===== src/dcc_pkg.sv =====
// Constants, register map and mode codes for the dual comparator control.
//
// Notes on behaviour
// - Eight operating modes from 3-bit field.
// - Reset restores config, link, reference defaults.
// - Link bit 1 selects timer gate source.
// - Link bit 0 syncs second result.
// - Prescaler output clocks the sync latch when the prescaler is active, else the timer clock.
// - Latch on timer clock falling edge.
// - Config top bits read results, read-only.
// - Pin-out mode drives pins from synchronised, registered results.
// - Direction bits still enable both pins.
// - Two bits invert each result independently.
// - Output change sets flag bits 4, 3.
// - Flags cleared writing 0, set writing 1.
// - Request needs enable, peripheral, global enables.
// - Mismatch keeps setting; config access ends it.
// - Change during config access still sets its flag.
// - Reference has 16 levels in each of two ranges.
// - Reference bit 5 selects low range.
// - Bit 7 powers reference; off gives ground.
// - Active comparators wake device from Sleep.
// - Wake leaves control registers unchanged.
// - Result is one when positive input higher.
package dcc_pkg;

   // Register indices; byte address is four times the index
   localparam logic [7:0]  IDX_GLOBAL_IRQ   = 8'h0B;
   localparam logic [7:0]  IDX_PERIPH_FLAG  = 8'h0C;
   localparam logic [7:0]  IDX_CMP_CONFIG   = 8'h19;
   localparam logic [7:0]  IDX_TIMER_LINK   = 8'h1A;
   localparam logic [7:0]  IDX_PERIPH_EN    = 8'h8C;
   localparam logic [7:0]  IDX_REF_CONTROL  = 8'h99;
   localparam int          ADDR_W           = 12;
   localparam int          DATA_W           = 32;
   localparam int          REG_W            = 8;

   // Reset values
   localparam logic [7:0]  RST_GLOBAL_IRQ   = 8'h00;
   localparam logic [7:0]  RST_PERIPH_FLAG  = 8'h00;
   localparam logic [7:0]  RST_CMP_CONFIG   = 8'h00;
   localparam logic [7:0]  RST_TIMER_LINK   = 8'h02;
   localparam logic [7:0]  RST_PERIPH_EN    = 8'h00;
   localparam logic [7:0]  RST_REF_CONTROL  = 8'h00;

   // Writable bit masks (unimplemented bits read zero)
   localparam logic [7:0]  MASK_CMP_CONFIG  = 8'h3F;
   localparam logic [7:0]  MASK_TIMER_LINK  = 8'h03;
   localparam logic [7:0]  MASK_REF_CONTROL = 8'hAF;

   // Field positions
   localparam int          BIT_GLOBAL_EN    = 7;
   localparam int          BIT_PERIPH_EN    = 6;
   localparam int          BIT_SECOND_FLAG  = 4;
   localparam int          BIT_FIRST_FLAG   = 3;
   localparam int          BIT_SECOND_RES   = 7;
   localparam int          BIT_FIRST_RES    = 6;
   localparam int          BIT_SECOND_INV   = 5;
   localparam int          BIT_FIRST_INV    = 4;
   localparam int          BIT_INPUT_SWITCH = 3;
   localparam int          MODE_MSB         = 2;
   localparam int          BIT_GATE_SRC     = 1;
   localparam int          BIT_SYNC_EN      = 0;
   localparam int          BIT_REF_POWER    = 7;
   localparam int          BIT_REF_RANGE    = 5;
   localparam int          REF_CODE_MSB     = 3;

   // Reference level expressed in 96ths of supply
   localparam int          REF_LEVEL_W      = 7;
   localparam logic [6:0]  REF_LOW_STEP     = 7'h04;  // 96/24
   localparam logic [6:0]  REF_HIGH_STEP    = 7'h03;  // 96/32
   localparam logic [6:0]  REF_HIGH_BASE    = 7'h18;  // 96/4
   localparam logic [6:0]  REF_GROUND       = 7'h00;
   localparam logic [3:0]  REF_CODE_ZERO    = 4'h0;

   // Comparator operating modes
   typedef enum logic [2:0] {
      OPM_RESET        = 3'b000,
      OPM_ONE_SWITCHED = 3'b001,
      OPM_MUX_INPUTS   = 3'b010,
      OPM_COMMON_REF   = 3'b011,
      OPM_TWO_INDEP    = 3'b100,
      OPM_ONE_INDEP    = 3'b101,
      OPM_PIN_OUTPUT   = 3'b110,
      OPM_OFF          = 3'b111
   } dcc_mode_type;

endpackage : dcc_pkg


===== src/dcc_sync2.sv =====
// Two-flop level synchroniser for asynchronous inputs.
`timescale 1ns/1ns
module dcc_sync2 #(
   parameter int WIDTH = 1
) (
   input  wire logic             pclk,
   input  wire logic             presetn,
   input  wire logic [WIDTH-1:0] async_in,
   output logic      [WIDTH-1:0] sync_out
);

   // First stage; read only by the second stage
   logic [WIDTH-1:0] meta_r;

   // Both stages clear to a constant under reset
   always_ff @(posedge pclk or negedge presetn) begin
      if (!presetn) begin
         meta_r   <= '0;
         sync_out <= '0;
      end else begin
         meta_r   <= async_in;
         sync_out <= meta_r;
      end
   end

endmodule : dcc_sync2


===== src/dcc_top.sv =====
// Dual comparator control: APB registers, polarity, pins, flags, reference.
`timescale 1ns/1ns
module dcc_top (
   // APB slave
   input  wire logic                         pclk,
   input  wire logic                         presetn,
   input  wire logic                         psel,
   input  wire logic                         penable,
   input  wire logic                         pwrite,
   input  wire logic [dcc_pkg::ADDR_W-1:0]   paddr,
   input  wire logic [dcc_pkg::DATA_W-1:0]   pwdata,
   output logic      [dcc_pkg::DATA_W-1:0]   prdata,
   output logic                              pready,
   output logic                              pslverr,
   // Raw analog comparison results, asynchronous
   input  wire logic                         first_raw,
   input  wire logic                         second_raw,
   // Timer side, asynchronous
   input  wire logic                         timer_gate_pin,
   input  wire logic                         timer_clk,
   input  wire logic                         timer_prescaled_clk,
   input  wire logic                         timer_prescale_active,
   output logic                              timer_gate_out,
   // Port side
   input  wire logic [1:0]                   pin_direction_bits,
   output logic                              first_pin_out,
   output logic                              first_pin_oe,
   output logic                              second_pin_out,
   output logic                              second_pin_oe,
   // Analog control
   output logic [2:0]                        operating_mode_sel,
   output logic                              input_switch,
   output logic                              comparators_powered,
   output logic                              reference_power_on,
   output logic                              reference_range_sel,
   output logic [3:0]                        reference_level_code,
   output logic [dcc_pkg::REF_LEVEL_W-1:0]   internal_reference_level,
   // Core side
   input  wire logic                         sleep_active,
   output logic                              change_irq,
   output logic                              wake_request
);

   // Functions

   // Byte address of a register index
   function automatic logic [dcc_pkg::ADDR_W-1:0] reg_addr(
      input logic [7:0] idx
   );
      reg_addr = {2'b00, idx, 2'b00};
   endfunction : reg_addr

   // Modes in which the comparators are powered and produce a result
   function automatic logic mode_active(input dcc_pkg::dcc_mode_type m);
      logic act;
      act = 1'b1;
      unique case (m)
         dcc_pkg::OPM_RESET:        act = 1'b0;
         dcc_pkg::OPM_ONE_SWITCHED: act = 1'b1;
         dcc_pkg::OPM_MUX_INPUTS:   act = 1'b1;
         dcc_pkg::OPM_COMMON_REF:   act = 1'b1;
         dcc_pkg::OPM_TWO_INDEP:    act = 1'b1;
         dcc_pkg::OPM_ONE_INDEP:    act = 1'b1;
         dcc_pkg::OPM_PIN_OUTPUT:   act = 1'b1;
         dcc_pkg::OPM_OFF:          act = 1'b0;
      endcase
      mode_active = act;
   endfunction : mode_active

   // Reference level in 96ths of supply from power, range and code
   function automatic logic [dcc_pkg::REF_LEVEL_W-1:0] ref_level(
      input logic       pwr,
      input logic       low_rng,
      input logic [3:0] code
   );
      logic [dcc_pkg::REF_LEVEL_W-1:0] c;
      c = {3'b000, code};
      if (!pwr)
         ref_level = dcc_pkg::REF_GROUND;
      else if (low_rng)
         ref_level = 7'(c * dcc_pkg::REF_LOW_STEP);
      else
         ref_level = 7'(dcc_pkg::REF_HIGH_BASE + c * dcc_pkg::REF_HIGH_STEP);
   endfunction : ref_level

   // Registers
   logic [7:0]              global_interrupt_control_r; // Global enables
   logic [7:0]              peripheral_flag_reg_r;      // Flags
   logic [7:0]              comparator_config_r;        // Writable bits 5:0
   logic [7:0]              comparator_timer_link_r;    // Gate and sync
   logic [7:0]              peripheral_enable_reg_r;    // Source enables
   logic [7:0]              reference_control_r;        // Reference setup
   logic [7:0]              peripheral_flag_reg_nxt;    // Flag next value
   logic [1:0]              result_r;                   // Polarised results
   logic [1:0]              latched_r;                  // Last seen results
   logic                    second_synced_r;            // Timer-synced result
   logic                    tclk_prev_r;                // Timer clock history
   logic [dcc_pkg::DATA_W-1:0] prdata_r;                // Read data hold
   logic                    first_pin_out_r;
   logic                    second_pin_out_r;
   logic                    first_pin_oe_r;
   logic                    second_pin_oe_r;
   logic                    timer_gate_out_r;

   // Input synchronisers
   logic [5:0]              async_bundle;
   logic [5:0]              sync_bundle;
   logic                    first_raw_s;
   logic                    second_raw_s;
   logic                    gate_pin_s;
   logic                    tclk_s;
   logic                    tclk_pre_s;
   logic                    prescale_s;

   assign async_bundle = {timer_prescale_active, timer_prescaled_clk,
                          timer_clk, timer_gate_pin, second_raw, first_raw};

   dcc_sync2 #(
      .WIDTH    (6)
   ) u_sync (
      .pclk     (pclk),
      .presetn  (presetn),
      .async_in (async_bundle),
      .sync_out (sync_bundle)
   );

   assign first_raw_s  = sync_bundle[0];
   assign second_raw_s = sync_bundle[1];
   assign gate_pin_s   = sync_bundle[2];
   assign tclk_s       = sync_bundle[3];
   assign tclk_pre_s   = sync_bundle[4];
   assign prescale_s   = sync_bundle[5];

   // APB decode
   logic                    setup_ph;
   logic                    access_ph;
   logic                    wr_en;
   logic                    sel_gic;
   logic                    sel_pfr;
   logic                    sel_cfg;
   logic                    sel_lnk;
   logic                    sel_pie;
   logic                    sel_ref;
   logic                    sel_any;
   logic                    cfg_touch;
   logic [7:0]              wbyte;
   logic [7:0]              rd_byte;

   assign setup_ph  = psel & ~penable;
   assign access_ph = psel & penable;
   assign wbyte     = pwdata[dcc_pkg::REG_W-1:0];
   assign sel_gic   = (paddr == reg_addr(dcc_pkg::IDX_GLOBAL_IRQ));
   assign sel_pfr   = (paddr == reg_addr(dcc_pkg::IDX_PERIPH_FLAG));
   assign sel_cfg   = (paddr == reg_addr(dcc_pkg::IDX_CMP_CONFIG));
   assign sel_lnk   = (paddr == reg_addr(dcc_pkg::IDX_TIMER_LINK));
   assign sel_pie   = (paddr == reg_addr(dcc_pkg::IDX_PERIPH_EN));
   assign sel_ref   = (paddr == reg_addr(dcc_pkg::IDX_REF_CONTROL));
   assign sel_any   = sel_gic | sel_pfr | sel_cfg | sel_lnk | sel_pie
                    | sel_ref;
   assign wr_en     = access_ph & pwrite & sel_any;
   // any completed config access ends a mismatch
   assign cfg_touch = access_ph & sel_cfg;

   // Zero wait states; unmapped addresses answer with an error
   assign pready  = 1'b1;
   assign pslverr = access_ph & ~sel_any;
   assign prdata  = prdata_r;

   // Field views
   dcc_pkg::dcc_mode_type   mode;
   logic                    active;
   logic                    pin_mode;
   logic [1:0]              invert;
   logic [1:0]              result_nxt;
   logic [1:0]              mismatch;
   logic [1:0]              irq_src;
   logic                    gate_src_pin;
   logic                    sync_en;
   logic                    sync_clk;
   logic                    sync_fall;
   logic                    second_gate;

   assign mode         = dcc_pkg::dcc_mode_type'(
                            comparator_config_r[dcc_pkg::MODE_MSB:0]);
   assign active       = mode_active(mode);
   assign pin_mode     = (mode == dcc_pkg::OPM_PIN_OUTPUT);
   assign invert       = {comparator_config_r[dcc_pkg::BIT_SECOND_INV],
                          comparator_config_r[dcc_pkg::BIT_FIRST_INV]};
   // raw high means positive input exceeds negative
   assign result_nxt   = active ? ({second_raw_s, first_raw_s} ^ invert)
                                : 2'b00;
   // change against the last latched value
   assign mismatch     = result_r ^ latched_r;

   assign gate_src_pin = comparator_timer_link_r[dcc_pkg::BIT_GATE_SRC];
   assign sync_en      = comparator_timer_link_r[dcc_pkg::BIT_SYNC_EN];
   // prescaler output clocks the latch when in use
   assign sync_clk     = prescale_s ? tclk_pre_s : tclk_s;
   // capture on the falling edge, counter uses rising
   assign sync_fall    = tclk_prev_r & ~sync_clk;
   assign second_gate  = sync_en ? second_synced_r : result_r[1];

   // all three enables needed for a request
   assign irq_src = {peripheral_flag_reg_r[dcc_pkg::BIT_SECOND_FLAG]
                     & peripheral_enable_reg_r[dcc_pkg::BIT_SECOND_FLAG],
                     peripheral_flag_reg_r[dcc_pkg::BIT_FIRST_FLAG]
                     & peripheral_enable_reg_r[dcc_pkg::BIT_FIRST_FLAG]};
   assign change_irq = (|irq_src)
                     & global_interrupt_control_r[dcc_pkg::BIT_PERIPH_EN]
                     & global_interrupt_control_r[dcc_pkg::BIT_GLOBAL_EN];
   // wake does not need the global enable
   assign wake_request = sleep_active & active & (|irq_src)
                       & global_interrupt_control_r[dcc_pkg::BIT_PERIPH_EN];

   // Read multiplexer; results appear in the top two config bits
   // result bits come from hardware, not storage
   assign rd_byte =
        sel_gic ? global_interrupt_control_r
      : sel_pfr ? peripheral_flag_reg_r
      : sel_cfg ? {result_r,
                   comparator_config_r[dcc_pkg::BIT_SECOND_INV:0]}
      : sel_lnk ? comparator_timer_link_r
      : sel_pie ? peripheral_enable_reg_r
      : sel_ref ? reference_control_r
      : 8'h00;

   // software write stores 0 or 1 in each flag
   // mismatch keeps re-setting, set wins over the clear
   always_comb begin
      peripheral_flag_reg_nxt = peripheral_flag_reg_r;
      if (wr_en && sel_pfr)
         peripheral_flag_reg_nxt = wbyte;
      if (mismatch[1])
         peripheral_flag_reg_nxt[dcc_pkg::BIT_SECOND_FLAG] = 1'b1;
      if (mismatch[0])
         peripheral_flag_reg_nxt[dcc_pkg::BIT_FIRST_FLAG] = 1'b1;
   end

   // Software registers
   // reset defaults; nothing else touches these
   always_ff @(posedge pclk or negedge presetn) begin
      if (!presetn) begin
         global_interrupt_control_r <= dcc_pkg::RST_GLOBAL_IRQ;
         comparator_config_r        <= dcc_pkg::RST_CMP_CONFIG;
         comparator_timer_link_r    <= dcc_pkg::RST_TIMER_LINK;
         peripheral_enable_reg_r    <= dcc_pkg::RST_PERIPH_EN;
         reference_control_r        <= dcc_pkg::RST_REF_CONTROL;
      end else if (wr_en) begin
         if (sel_gic)
            global_interrupt_control_r <= wbyte;
         // result bits are masked out of the write
         if (sel_cfg)
            comparator_config_r <= wbyte & dcc_pkg::MASK_CMP_CONFIG;
         // gate select and sync enable are stored here
         if (sel_lnk)
            comparator_timer_link_r <= wbyte & dcc_pkg::MASK_TIMER_LINK;
         if (sel_pie)
            peripheral_enable_reg_r <= wbyte;
         if (sel_ref)
            reference_control_r <= wbyte & dcc_pkg::MASK_REF_CONTROL;
      end
   end

   // Flag register; hardware sets every cycle a mismatch stands
   always_ff @(posedge pclk or negedge presetn) begin
      if (!presetn)
         peripheral_flag_reg_r <= dcc_pkg::RST_PERIPH_FLAG;
      else
         peripheral_flag_reg_r <= peripheral_flag_reg_nxt;
   end

   // Read data is captured in the setup phase so it comes from a flop
   always_ff @(posedge pclk or negedge presetn) begin
      if (!presetn)
         prdata_r <= '0;
      else if (setup_ph)
         prdata_r <= {{(dcc_pkg::DATA_W-dcc_pkg::REG_W){1'b0}}, rd_byte};
   end

   // Comparator results and change latch
   // Latch takes the current result on any config access; a change in
   // that same cycle leaves a standing mismatch that keeps setting its flag, so none is lost
   // a change at the read edge leaves the latch on the old value, so it still mismatches
   always_ff @(posedge pclk or negedge presetn) begin
      if (!presetn) begin
         result_r  <= 2'b00;
         latched_r <= 2'b00;
      end else begin
         result_r <= result_nxt;
         if (cfg_touch)
            latched_r <= result_r;
      end
   end

   // Timer-clock falling edge latch of the second result
   always_ff @(posedge pclk or negedge presetn) begin
      if (!presetn) begin
         tclk_prev_r     <= 1'b0;
         second_synced_r <= 1'b0;
      end else begin
         tclk_prev_r <= sync_clk;
         if (sync_fall)
            second_synced_r <= result_r[1];
      end
   end

   // Pins and timer gate
   // Direction bit set means input, so the enable is its complement
   always_ff @(posedge pclk or negedge presetn) begin
      if (!presetn) begin
         first_pin_out_r  <= 1'b0;
         second_pin_out_r <= 1'b0;
         first_pin_oe_r   <= 1'b0;
         second_pin_oe_r  <= 1'b0;
         timer_gate_out_r <= 1'b0;
      end else begin
         first_pin_out_r  <= pin_mode & result_nxt[0];
         second_pin_out_r <= pin_mode & result_nxt[1];
         first_pin_oe_r   <= pin_mode & ~pin_direction_bits[0];
         second_pin_oe_r  <= pin_mode & ~pin_direction_bits[1];
         timer_gate_out_r <= gate_src_pin ? gate_pin_s : second_gate;
      end
   end

   assign first_pin_out  = first_pin_out_r;
   assign second_pin_out = second_pin_out_r;
   assign first_pin_oe   = first_pin_oe_r;
   assign second_pin_oe  = second_pin_oe_r;
   assign timer_gate_out = timer_gate_out_r;

   // Analog control outputs and reference
   assign operating_mode_sel   = comparator_config_r[dcc_pkg::MODE_MSB:0];
   assign input_switch         =
      comparator_config_r[dcc_pkg::BIT_INPUT_SWITCH];
   // comparators stay powered in Sleep when enabled
   assign comparators_powered  = active;
   assign reference_power_on   = reference_control_r[dcc_pkg::BIT_REF_POWER];
   // range bit, one selects the low range
   assign reference_range_sel  = reference_control_r[dcc_pkg::BIT_REF_RANGE];
   assign reference_level_code =
      reference_control_r[dcc_pkg::REF_CODE_MSB:0];
   assign internal_reference_level =
      ref_level(reference_power_on, reference_range_sel,
                reference_level_code);

endmodule : dcc_top


===== config.mk =====
export PLATFORM = sky130hd
export DESIGN_NAME = dcc_top
export DESIGN_NICKNAME = d
export VERILOG_FILES = /design/src/dcc_pkg.sv /design/src/dcc_sync2.sv /design/src/dcc_top.sv
export SDC_FILE = /design/constraint.sdc
export NUM_CORES = 1
export LEC_CHECK = 0
export BUFFER_PORTS_ARGS = -buffer_cell sky130_fd_sc_hd__clkbuf_2
export CAP_MARGIN = 20
export CORE_MARGIN = 5
export CORE_UTILIZATION = 46
export DETAILED_ROUTE_END_ITERATION = 6
export PLACE_DENSITY = 0.78
export SLEW_MARGIN = 20
export SYNTH_ARGS = -nofsm -noshare
export SYNTH_HDL_FRONTEND = slang
export SYNTH_SLANG_ARGS = --single-unit

===== constraint.sdc =====
create_clock -name pclk -period 1.93 [get_ports pclk]
set_input_delay 0.193 -clock pclk [delete_from_list [all_inputs] [get_ports pclk]]
set_output_delay 0.193 -clock pclk [all_outputs]
set_load 0.1 [all_outputs]

* Word-level counts from Yosys, hierarchy flattened
Memories as Yosys holds them, arrays and structs flattened. Index checks and enable logic that the tools add are counted.
Operators by class: multiplexer cells 15, add/sub/neg operators 1, bitwise operators 30, reductions and logical operators 9, equal/unequal tests 7, $mul 1
Operators by type and width (count):
- 8-bit two-way mux | 6
- 12-bit by 10-bit equality test with 1-bit output (second input constant) | 2
- 12-bit by 6-bit equality test with 1-bit output (second input constant) | 2
- 12-bit by 7-bit equality test with 1-bit output (second input constant) | 2
- 1-bit bitwise AND | 18
- 7-bit two-way mux | 2
- 2-bit AND reduction | 5
- 5-bit by 6-bit adder with 7-bit output (first input constant) | 1
- 4-bit by 2-bit multiplier with 6-bit output (second input constant) | 1
- 1-bit two-way mux | 5
- 5-bit two-way mux | 1
- 1-bit inverter | 5
- 1-bit OR | 5
- 2-bit nonzero test | 2
- 2-bit bitwise XOR | 2
- 3-bit equality test (second input constant) | 1
- 2-bit two-way mux | 1
- 2-bit OR reduction | 1
- 1-bit logical AND | 1
Storage, ports and cells: output and inout port bits 59, memory bits (read-only) 8, input port bits 58, memories 1, word-level logic and storage cells 84, register bits 69
Memory list:
- (no name shown) | words 8, width 1, rd ports 1, clocked after memory_dff 0, wr ports 0, line dcc_top.sv:57 | unique case (m)

* Logic depth before layout (Yosys ltp)
Gate-level depths: netlist (run 1).
depth after elaboration 10, gate-level depth with buffers 7, mapped depth without buffers 7

* By module
From an unflattened synthesis (run 1), not the netlist that was laid out.
Second synthesis, totals: cells, all modules 313, area total of the unflattened synthesis 3562.2 µm²
By module, submodules not included:
- dcc_top | cells each 301, area each 3261.9 µm², seq. area each 1427.6 µm², instances 1
- dcc_sync2 | cells each 12, area each 300.3 µm², seq. area each 300.3 µm², instances 1

* Least setup slack after synthesis (run 1)
No wires, ideal clock.
path type input port to output port, start in paddr[3] (netlist bit), end out pslverr, path slack -3.730 ns, data arrival time 5.467 ns, stages on the path 5, buffers on the path 2, required time 1.737 ns, cell sequence buf_2 > nand4bb_1 > clkbuf_1 > a211oi_1 > a2111oi_0
Between the ends: cells in the longest elaborated chain, start to end 8, elaborated cells between the ends (all ways) 13, classes of those cells 6 x eq/ne; 7 x bitwise
Ends and longest elaborated chain:
- start, declared | line dcc_top.sv:10 | input wire logic [dcc_pkg::ADDR_W-1:0] paddr,
- 12-bit by 6-bit equality test with 1-bit output (on tied branches) | line dcc_top.sv:152, dcc_top.sv:153
- 1-bit OR (4 in series) | line dcc_top.sv:158 | assign sel_any = sel_gic | sel_pfr | sel_cfg | sel_lnk | sel_pie
- 1-bit OR (*) | line dcc_top.sv:159 | | sel_ref;
- 1-bit inverter (*) | line dcc_top.sv:166 | assign pslverr = access_ph & ~sel_any;
- 1-bit bitwise AND (*) | line dcc_top.sv:166
- end, declared | line dcc_top.sv:14 | output logic pslverr,
Every way passes the cells marked *; elsewhere a longest branch is shown, timed or not.

* Worst setup path after layout (run 1)
start reg reference_control_r[2], end out internal_reference_level[5] (netlist bit)
Between the ends: cells in the longest elaborated chain, start to end 4
Ends and longest elaborated chain:
- start, declared | line dcc_top.sv:92 | logic [7:0] reference_control_r;
- start signal, assigned | line dcc_top.sv:247 | reference_control_r <= dcc_pkg::RST_REF_CONTROL;
- start signal, assigned | line dcc_top.sv:260 | reference_control_r <= wbyte & dcc_pkg::MASK_REF_CONTROL;
- 4-bit by 2-bit multiplier with 6-bit output | line dcc_top.sv:83 | ref_level = 7'(dcc_pkg::REF_HIGH_BASE + c * dcc_pkg::REF_HIGH_STEP);
- 5-bit by 6-bit adder with 7-bit output | line dcc_top.sv:83
- 7-bit two-way mux | line dcc_top.sv:80 | else if (low_rng)
- 7-bit two-way mux | line dcc_top.sv:78 | if (!pwr)
- end, declared | line dcc_top.sv:37 | output logic [dcc_pkg::REF_LEVEL_W-1:0] internal_reference_level,
No other way between the ends.

==> summary.md, run 1 <==
| Metric | Value |
|---|---|
| Fill cells | `617` |
| Crit Path Category | `reg2out` |
| GPL Wtd Cong | `0.993` |
| Post-synth top flop | `dfrtp_1` |
| Leak | `2.29 nW` |
| Cells after synthesis | `330` |
| Mean area per synthesized cell | `11.1 um2` |
| DRC | `0` |
| Via count | `2936` |
| Core area | `7770 um2` |
| Die footprint | `9860 um2` |
| Yosys reg bits | `69` |
| Tot GR Track Use | `20.1%` |
| Die Wd | `99.3 um` |
| Cell variety after synth | `60` |
| I/O Buffers | `67` |
| Hold_sp | `pwdata[6]` |
| Total power | `0.00330 W` |
| DR iter-0 viols | `215` |
| Length in cells of the worst reg-to-reg path | `6` |
| # clock sinks | `69` |
| Worst setup margin | `-0.739 ns` |
| Clk slew on worst S/H paths | `0.07 ns` |
| Fin. Hold Viols | `0` |
| Post-Route WL | `9530 um` |
| Failing checks | `negative setup slack` |
| Worst VDD drop | `0.437 mV` |
| Critical path fanouts, max | `3` |
| CTS tree | `yes` |
| Hold Path End | `global_interrupt_control_r[6]` |
| YS warnings | `0` |
| CP Launch Type | `register` |
| First-pass GRT wire length | `15500 um` |
| R2R setup slack | `0.27 ns` |
| Post-DP HPWL | `7050 um` |
| # IOs | `117` |
| Worst hold margin | `0.122 ns` |
| Antenna violations before repair | `0` |
| Area delta synth->final | `31.4%` |
| Die height | `99.3 um` |
| RSZ-0062 raised after global routing | `yes` |
| Worst Hold Path Cells | `2` |
| EDFF count, synth | `0` |
| Vias in the first global route | `3014` |
| N_diodes | `0` |
| Seq/Total Area, Yosys | `47.1%` |
| Hold Crit Class | `in2reg` |
| Critical Path RT | `1.74 ns` |
| Clock buffer depth | `2` |
| Status | `complete, but fails checks` |
| Relative slew slack | `56.9%` |
| Max cap viols | `0` |
| Pre-CTS setup slack | `-0.386 ns` |
| Total grt overflow | `0` |
| Largest net degree at the start of global routing | `70` |
| Min Tclk post-route | `2.67 ns` |
| Synth async-reset ratio | `100%` |
| Slew Limit Fails | `0` |
| H-tree depth | `3` |
| PD cells | `684 nW/um2` |
| First-pass detailed-route iteration total | `4` |
| Clk Latency, worst-skew pair | `0.35 ns` |
| TritonCTS Buffers | `9` |
| WP data arrival | `2.48 ns` |
| Skew final | `0.00530 ns` |
| Post-Syn Area | `3670 um2` |
| CTS root buf | `clkbuf_8` |
| R2r endpoint | `prdata[1]` |
| Max Fclk | `375 MHz` |
| Setup crit end kind | `primary output` |
| Setup Viol. Count Final | `5` |
| Vias/cell | `5.38` |
| Row cnt | `32` |
| NumNets Final | `504` |
| Initial core utilization | `47.2%` |
| Tightest Pin Transition | `0.647 ns` |
| Share of layout cells above drive strength 1 | `45.0%` |
| Critical R2R Launch | `reference_control_r[1]` |
| Post-route ant nets | `0` |
| Share of the clock period used by the worst path | `138%` |
| Average wire per standard cell | `17.5 um` |
[report_power, final]
group	total (W)	switching [W]	internal [W]	leakage, nW
logic	0.000539	0.000432	0.000107	1.29
clock network	0.00128	0.000554	0.000725	0.0985
registers	0.00148	0.0000113	0.00147	0.903
total	0.00330	0.000997	0.00230	2.29
[Yosys cell counts, types with 3 or more instances]
| cell | instances | area, um2 |
|---|---|---|
| dfrtp_1 | 68 | 1700 |
| o2bb2ai_1 | 4 | 35.0 |
| xnor2_1 | 6 | 52.6 |
| o21ai_0 | 7 | 35.0 |
| a22oi_1 | 3 | 22.5 |
| mux2_2 | 32 | 360 |
| buf_4 | 28 | 210 |
| and2_1 | 8 | 50.1 |
| nand2b_1 | 4 | 25.0 |
| buf_2 | 4 | 20.0 |
| inv_1 | 9 | 33.8 |
| nand2_1 | 16 | 60.1 |
| clkbuf_1 | 8 | 30.0 |
| a211oi_1 | 3 | 22.5 |
| nor3_1 | 6 | 30.0 |
| buf_1 | 3 | 11.3 |
| mux2_4 | 8 | 120 |
| a21oi_1 | 16 | 80.1 |
| mux2i_1 | 3 | 30.0 |
| nand3b_1 | 6 | 45.0 |
| nand3_1 | 8 | 40.0 |
| ha_1 | 5 | 62.6 |
| nor2b_1 | 7 | 43.8 |
| nor2_1 | 18 | 67.6 |
[placed cells by master (no fill, tap or decap), types with 5 or more instances in the layout]
cell,count
nand3b_1,6
a21oi_1,14
nor2b_1,5
nand3_1,8
o21ai_0,7
buf_4,42
inv_1,6
conb_1,25
nor2_1,17
mux2_2,32
dfrtp_1,63
dlygate4sd3_1,9
clkbuf_8,9
xnor2_1,6
nand2_1,15
clkbuf_2,56
mux2_4,8
nor3_1,6
buf_12,7
[how the worst max path moves through the flow]
stage	slack [ns]	startpoint	end
after floorplan	-0.51	reference_control_r[2]	internal_reference_level[5]
after global placement	-0.32	reference_control_r[2]	internal_reference_level[5]
after detailed placement	-0.39	reference_control_r[2]	internal_reference_level[5]
after CTS	-0.77	reference_control_r[2]	internal_reference_level[5]
after global routing	-0.85	reference_control_r[2]	internal_reference_level[5]
final	-0.74	reference_control_r[2]	internal_reference_level[5]
[timing repair]
action                                 4_1_cts  5_1_grt
endpoints found under the hold margin       76        0
setup endpoints to repair                    7        7
resized for setup                            8        4
setup buffers                                4        0
pin swaps                                    1        1
hold buffers                                 9        0
[worst max-delay path: stages (launching register included)]
cell and delay (ns):
dfrtp_4 0.50, ha_4 0.17, inv_2 0.05, fa_1 0.41, or3b_4 0.39, a21oi_2 0.14, xnor2_1 0.13, and2_4 0.17
buf_12 0.17
[routing by layer]
layer  share of wire, %  global-route usage (%)  up-vias
met5                  0                       0        -
met4                3.1                    9.24        0
met3                7.4                    4.49       26
met2                 50                    32.5      133
met1                 40                    25.8     1432
li1                   -                       -     1345
[kinds of logic (layout without fill, tap and decap cells)]
family	Yosys count	count (layout)	share of synthesized area [%]
AND/OR/NAND/NOR	98	98	16.4
adder cells (fa/ha/maj)	7	7	2.80
buffers and inverters	52	143	8.32
AO/OA/AOI/OAI	52	52	9.65
XOR/XNOR	7	7	1.67
flip-flops	69	69	47.1
multiplexers	43	43	13.9
other	2	25	0.205
[registers in the layout (all words and copies together) (netlist names)]
register / count
second_pin_out: 1
timer_gate_out: 1
second_pin_oe: 1
peripheral_flag_reg_r: 8
tclk_prev_r: 1
u_sync.meta_r: 6
first_pin_oe: 1
peripheral_enable_reg_r: 8
prdata: 8
first_pin_out: 1
second_synced_r: 1
reference_control_r: 6
u_sync.sync_out: 6
comparator_timer_link_r: 2
latched_r: 2
global_interrupt_control_r: 8
comparator_config_r: 6
result_r: 2
[final cells by class]
type                       count  area [um2]  area share, %
multi-input combinational    232        1840           38.1
sequential                    69        1740           36.1
timing repair buffer         118         862           17.9
clock buffer                  10         128           2.65
tap                          102         128           2.65
clock inverter                 6        87.6           1.82
inverter                       9        37.5          0.778
[metrics by stage]
stage / utilization (%) / instance area [um2] / cells / setup TNS (ns)
after global placement: 57.1 / 4440 / 517 / -1.81
after floorplan: - / 3850 / 353 / -1.84
final: 62.1 / 4820 / 546 / -2.53
after detailed placement: 57.1 / 4440 / 517 / -2.69
after CTS: 62.0 / 4810 / 546 / -2.63
after global routing: 62.1 / 4820 / 546 / -2.96
Power figures use the tool's default switching activity.
==> inputs of run 2 (changes only) <==
==> config.mk (replaced) <==
export PLATFORM = sky130hd
export DESIGN_NAME = dcc_top
export DESIGN_NICKNAME = d
export VERILOG_FILES = /design/src/dcc_pkg.sv /design/src/dcc_sync2.sv /design/src/dcc_top.sv
export SDC_FILE = /design/constraint.sdc
export NUM_CORES = 1
export LEC_CHECK = 0
export CAP_MARGIN = 20
export CORE_MARGIN = 5
export CORE_UTILIZATION = 57
export DETAILED_ROUTE_END_ITERATION = 6
export DONT_BUFFER_PORTS = 1
export PLACE_DENSITY = 0.77
export SYNTH_ARGS = -nofsm -noshare
export SYNTH_HDL_FRONTEND = slang
export SYNTH_SLANG_ARGS = --single-unit
==> run 2 against run 1 <==
  * The flow still finishes with violations (negative setup slack)
  * Hold slack better by 0.024 ns
  * Cell area shrank 5.0%
  * Clock power is 16% lower
  * First-iteration DRC count rose by 36%
  * Non-clock buffer count decreased by 43
  * Global-route usage up 1.9 points
  * Final cell count decreased by 12%
  * Critical path depth down 1
  * Fmax shrank 1.5%
  * Utilization grew 10 points
  * Total power down 7.8%
  * Largest power group unchanged
  * Largest cell class unchanged
  * Wire length decreased by 7.8%
==> summary.md, run 2 (same netlist as run 1, synthesis figures left out) <==
| Metric | Value |
|---|---|
| N_diodes | `0 (unchanged)` |
| Die Wd | `90.2 um (-9.1%)` |
| Critical Path RT | `1.74 ns (about the same)` |
| Post-DP Area | `4180 um2 (-5.8%)` |
| Core Util, Final | `72.6% (+10 points)` |
| Slew Limit Fails | `0 (unchanged)` |
| H-tree depth | `3 (unchanged)` |
| Setup Viol. Count Final | `5 (unchanged)` |
| # clock sinks | `69 (unchanged)` |
| Status | `complete, but fails checks` |
| Share of layout cells above drive strength 1 | `36.4% (-8.6 points)` |
| Total grt overflow | `0 (unchanged)` |
| Clock Power Share | `35.1% (-3.7 points)` |
| Antenna violations before repair | `0 (unchanged)` |
| CP max stage delay | `0.52 ns (+0.02 ns)` |
| PD cells | `664 nW/um2 (-3.0%)` |
| Critical path fanouts, max | `5 (+2)` |
| Internal power | `0.00204 W (-11%)` |
| Tot GR Track Use | `22.1% (+1.9 points)` |
| P_sw | `0.000997 W (about the same)` |
| NumNets Final | `461 (-8.5%)` |
| Setup crit end kind | `primary output` |
| Slowest CP cell | `dfrtp_4` |
| Combinational Power Share | `16.3% (about the same)` |
| DR iter-0 viols | `292 (+36%)` |
| Skew final | `0.00859 ns (+0.00329 ns)` |
| TritonCTS Buffers | `9 (unchanged)` |
| Relative slew slack | `58.3% (+1.4 points)` |
| Post-Route WL | `8790 um (-7.8%)` |
| Length in cells of the worst reg-to-reg path | `5 (-1)` |
| Vias in the first global route | `2822 (-6.4%)` |
| Clk slew on worst S/H paths | `0.08 ns (about the same)` |
| Most common cell after layout, fill and taps aside | `dfrtp_1` |
| CTS root buf | `clkbuf_8` |
| Worst Hold Path Cells | `2 (unchanged)` |
| Worst VDD drop | `0.830 mV (+90%)` |
| Vias/cell | `5.79 (+7.6%)` |
| Largest net degree at the start of global routing | `70 (unchanged)` |
| Clock buffer depth | `2 (unchanged)` |
| Fin. Hold Viols | `0 (unchanged)` |
| Final Instance Area | `4580 um2 (-5.0%)` |
| Die footprint | `8140 um2 (-17%)` |
| Initial core utilization | `58.1% (+11 points)` |
| Clk Latency, worst-skew pair | `0.36 ns (about the same)` |
| Via count | `2766 (-5.8%)` |
| CP Launch Type | `register` |
| Total power | `0.00304 W (-7.8%)` |
| RSZ-0062 raised after global routing | `yes` |
| Failing checks | `negative setup slack` |
| Post-route ant nets | `0 (unchanged)` |
| Max Fclk | `369 MHz (-1.5%)` |
| Worst setup margin | `-0.780 ns (-0.0408 ns)` |
| Register share of total power | `48.7% (+3.8 points)` |
| Max cap viols | `0 (unchanged)` |
| Critical-path cell list | `ha_4, inv_2, fa_1, or3b_4, a21oi_2, xnor2_1, and2_4` |
| GPL Wtd Cong | `0.982 (-1.1%)` |
| Row cnt | `29 (-9.4%)` |
| Fin Setup TNS | `-2.40 ns (+0.126 ns)` |
| DRC | `0 (unchanged)` |
| Area delta synth->final | `24.8%` |
| I/O Buffers | `0 (-100%)` |
| Min Tclk post-route | `2.71 ns (+0.0408 ns)` |
| Crit Path Category | `reg2out` |
| WP data arrival | `2.52 ns (+0.04 ns)` |
| Tightest Pin Transition | `0.626 ns (-0.0210 ns)` |
| Sw Share | `32.8% (+2.6 points)` |
| CTS tree | `yes` |
| First-pass GRT wire length | `14200 um (-8.3%)` |
| First-pass detailed-route iteration total | `4 (unchanged)` |
| # IOs | `117 (unchanged)` |
| Share of the clock period used by the worst path | `140% (+2.1 points)` |
| Commonest non-fill, non-tap cells in the layout | `dfrtp_1, buf_4, mux2_2` |
| Hold Crit Class | `in2reg` |
| Leak | `2.10 nW (-8.2%)` |
| Die height | `90.2 um (-9.1%)` |
| Core area | `6310 um2 (-19%)` |
| Post-DP HPWL | `6430 um (-8.8%)` |
| Average wire per standard cell | `18.4 um (+5.4%)` |
==> run 2: cell types whose count changed in the layout (fill, tap and decap cells not counted), sizes merged <==
| cell | delta |
|---|---|
| buf | +5 |
| bufinv | -2 |
| clkbuf | -57 |
| clkinv | +2 |
| clkinvlp | -1 |
| dlygate4sd3 | +8 |
| inv | +2 |
==> run 2: worst paths after layout <==
path | start | end | slack, ns
worst min register to register | u_sync.meta_r[3] | u_sync.sync_out[3] | 0.35
worst max register to register | reference_control_r[1] | prdata[1] | 0.27
worst min-delay path | paddr[6] | prdata[4] | 0.15
max in group asynchronous | presetn | comparator_timer_link_r[1] | 1.24
worst max-delay path | reference_control_r[2] | internal_reference_level[5] | -0.78
min in group asynchronous | presetn | comparator_config_r[3] | 0.37
==> run 2: critical path, delay by kind of cell, from the launching register on <==
kind / cells / cell delay, ns
compound gates: 1 / 0.14
xor+xnor: 1 / 0.13
simple gates: 2 / 0.73
flops: 1 / 0.52
fa+ha+maj: 2 / 0.59
buf+inv: 1 / 0.05
==> run 2: stage by stage <==
stage / hold WS [ns] / worst slack, ns / cells
6_report: 0.146 / -0.780 / 478
3_5_place_dp: -0.0996 / -0.409 / 443
3_3_place_gp: -0.100 / -0.344 / 443
5_1_grt: 0.132 / -0.857 / 478
4_1_cts: 0.132 / -0.799 / 478
2_1_floorplan: -0.103 / -0.512 / 353
==> run 2: area by class of cell <==
class	count	area, um2
Clock buffer	9	124
Clock inverter	7	58.8
Fill cell	448	1730
Inverter	9	37.5
Multi-Input combinational cell	232	1810
Sequential cell	69	1740
Tap cell	77	96.3
Timing Repair Buffer	75	708
==> run 2: power by group through the flow <==
stage                     clock network [W]  registers [W]  logic, W
after floorplan                           0        0.00158  0.000350
after detailed placement                  0        0.00151  0.000420
after global routing                0.00116        0.00148  0.000517
after CTS                           0.00109        0.00148  0.000496
final                               0.00107        0.00148  0.000495
after global placement                    0        0.00151  0.000417
==> run 2: what timing repair did <==
item                                    CTS  global route
setup buffers                             1             0
endpoints found under the setup margin    5             5
hold buffers                             18             0
gates resized for setup                   3             0
pin swaps                                 2             1
endpoints found under the hold margin   115             0
==> run 2: per-layer routing <==
metal / wire length [um] / vias up / share of wire, % / GRT usage [%]
li1: - / 1257 / - / -
met1: 3500 / 1352 / 40 / 28.6
met2: 4290 / 142 / 49 / 34.0
met3: 836 / 15 / 9.5 / 8.93
met4: 167 / 0 / 1.9 / 6.95
met5: 0 / - / 0 / 0
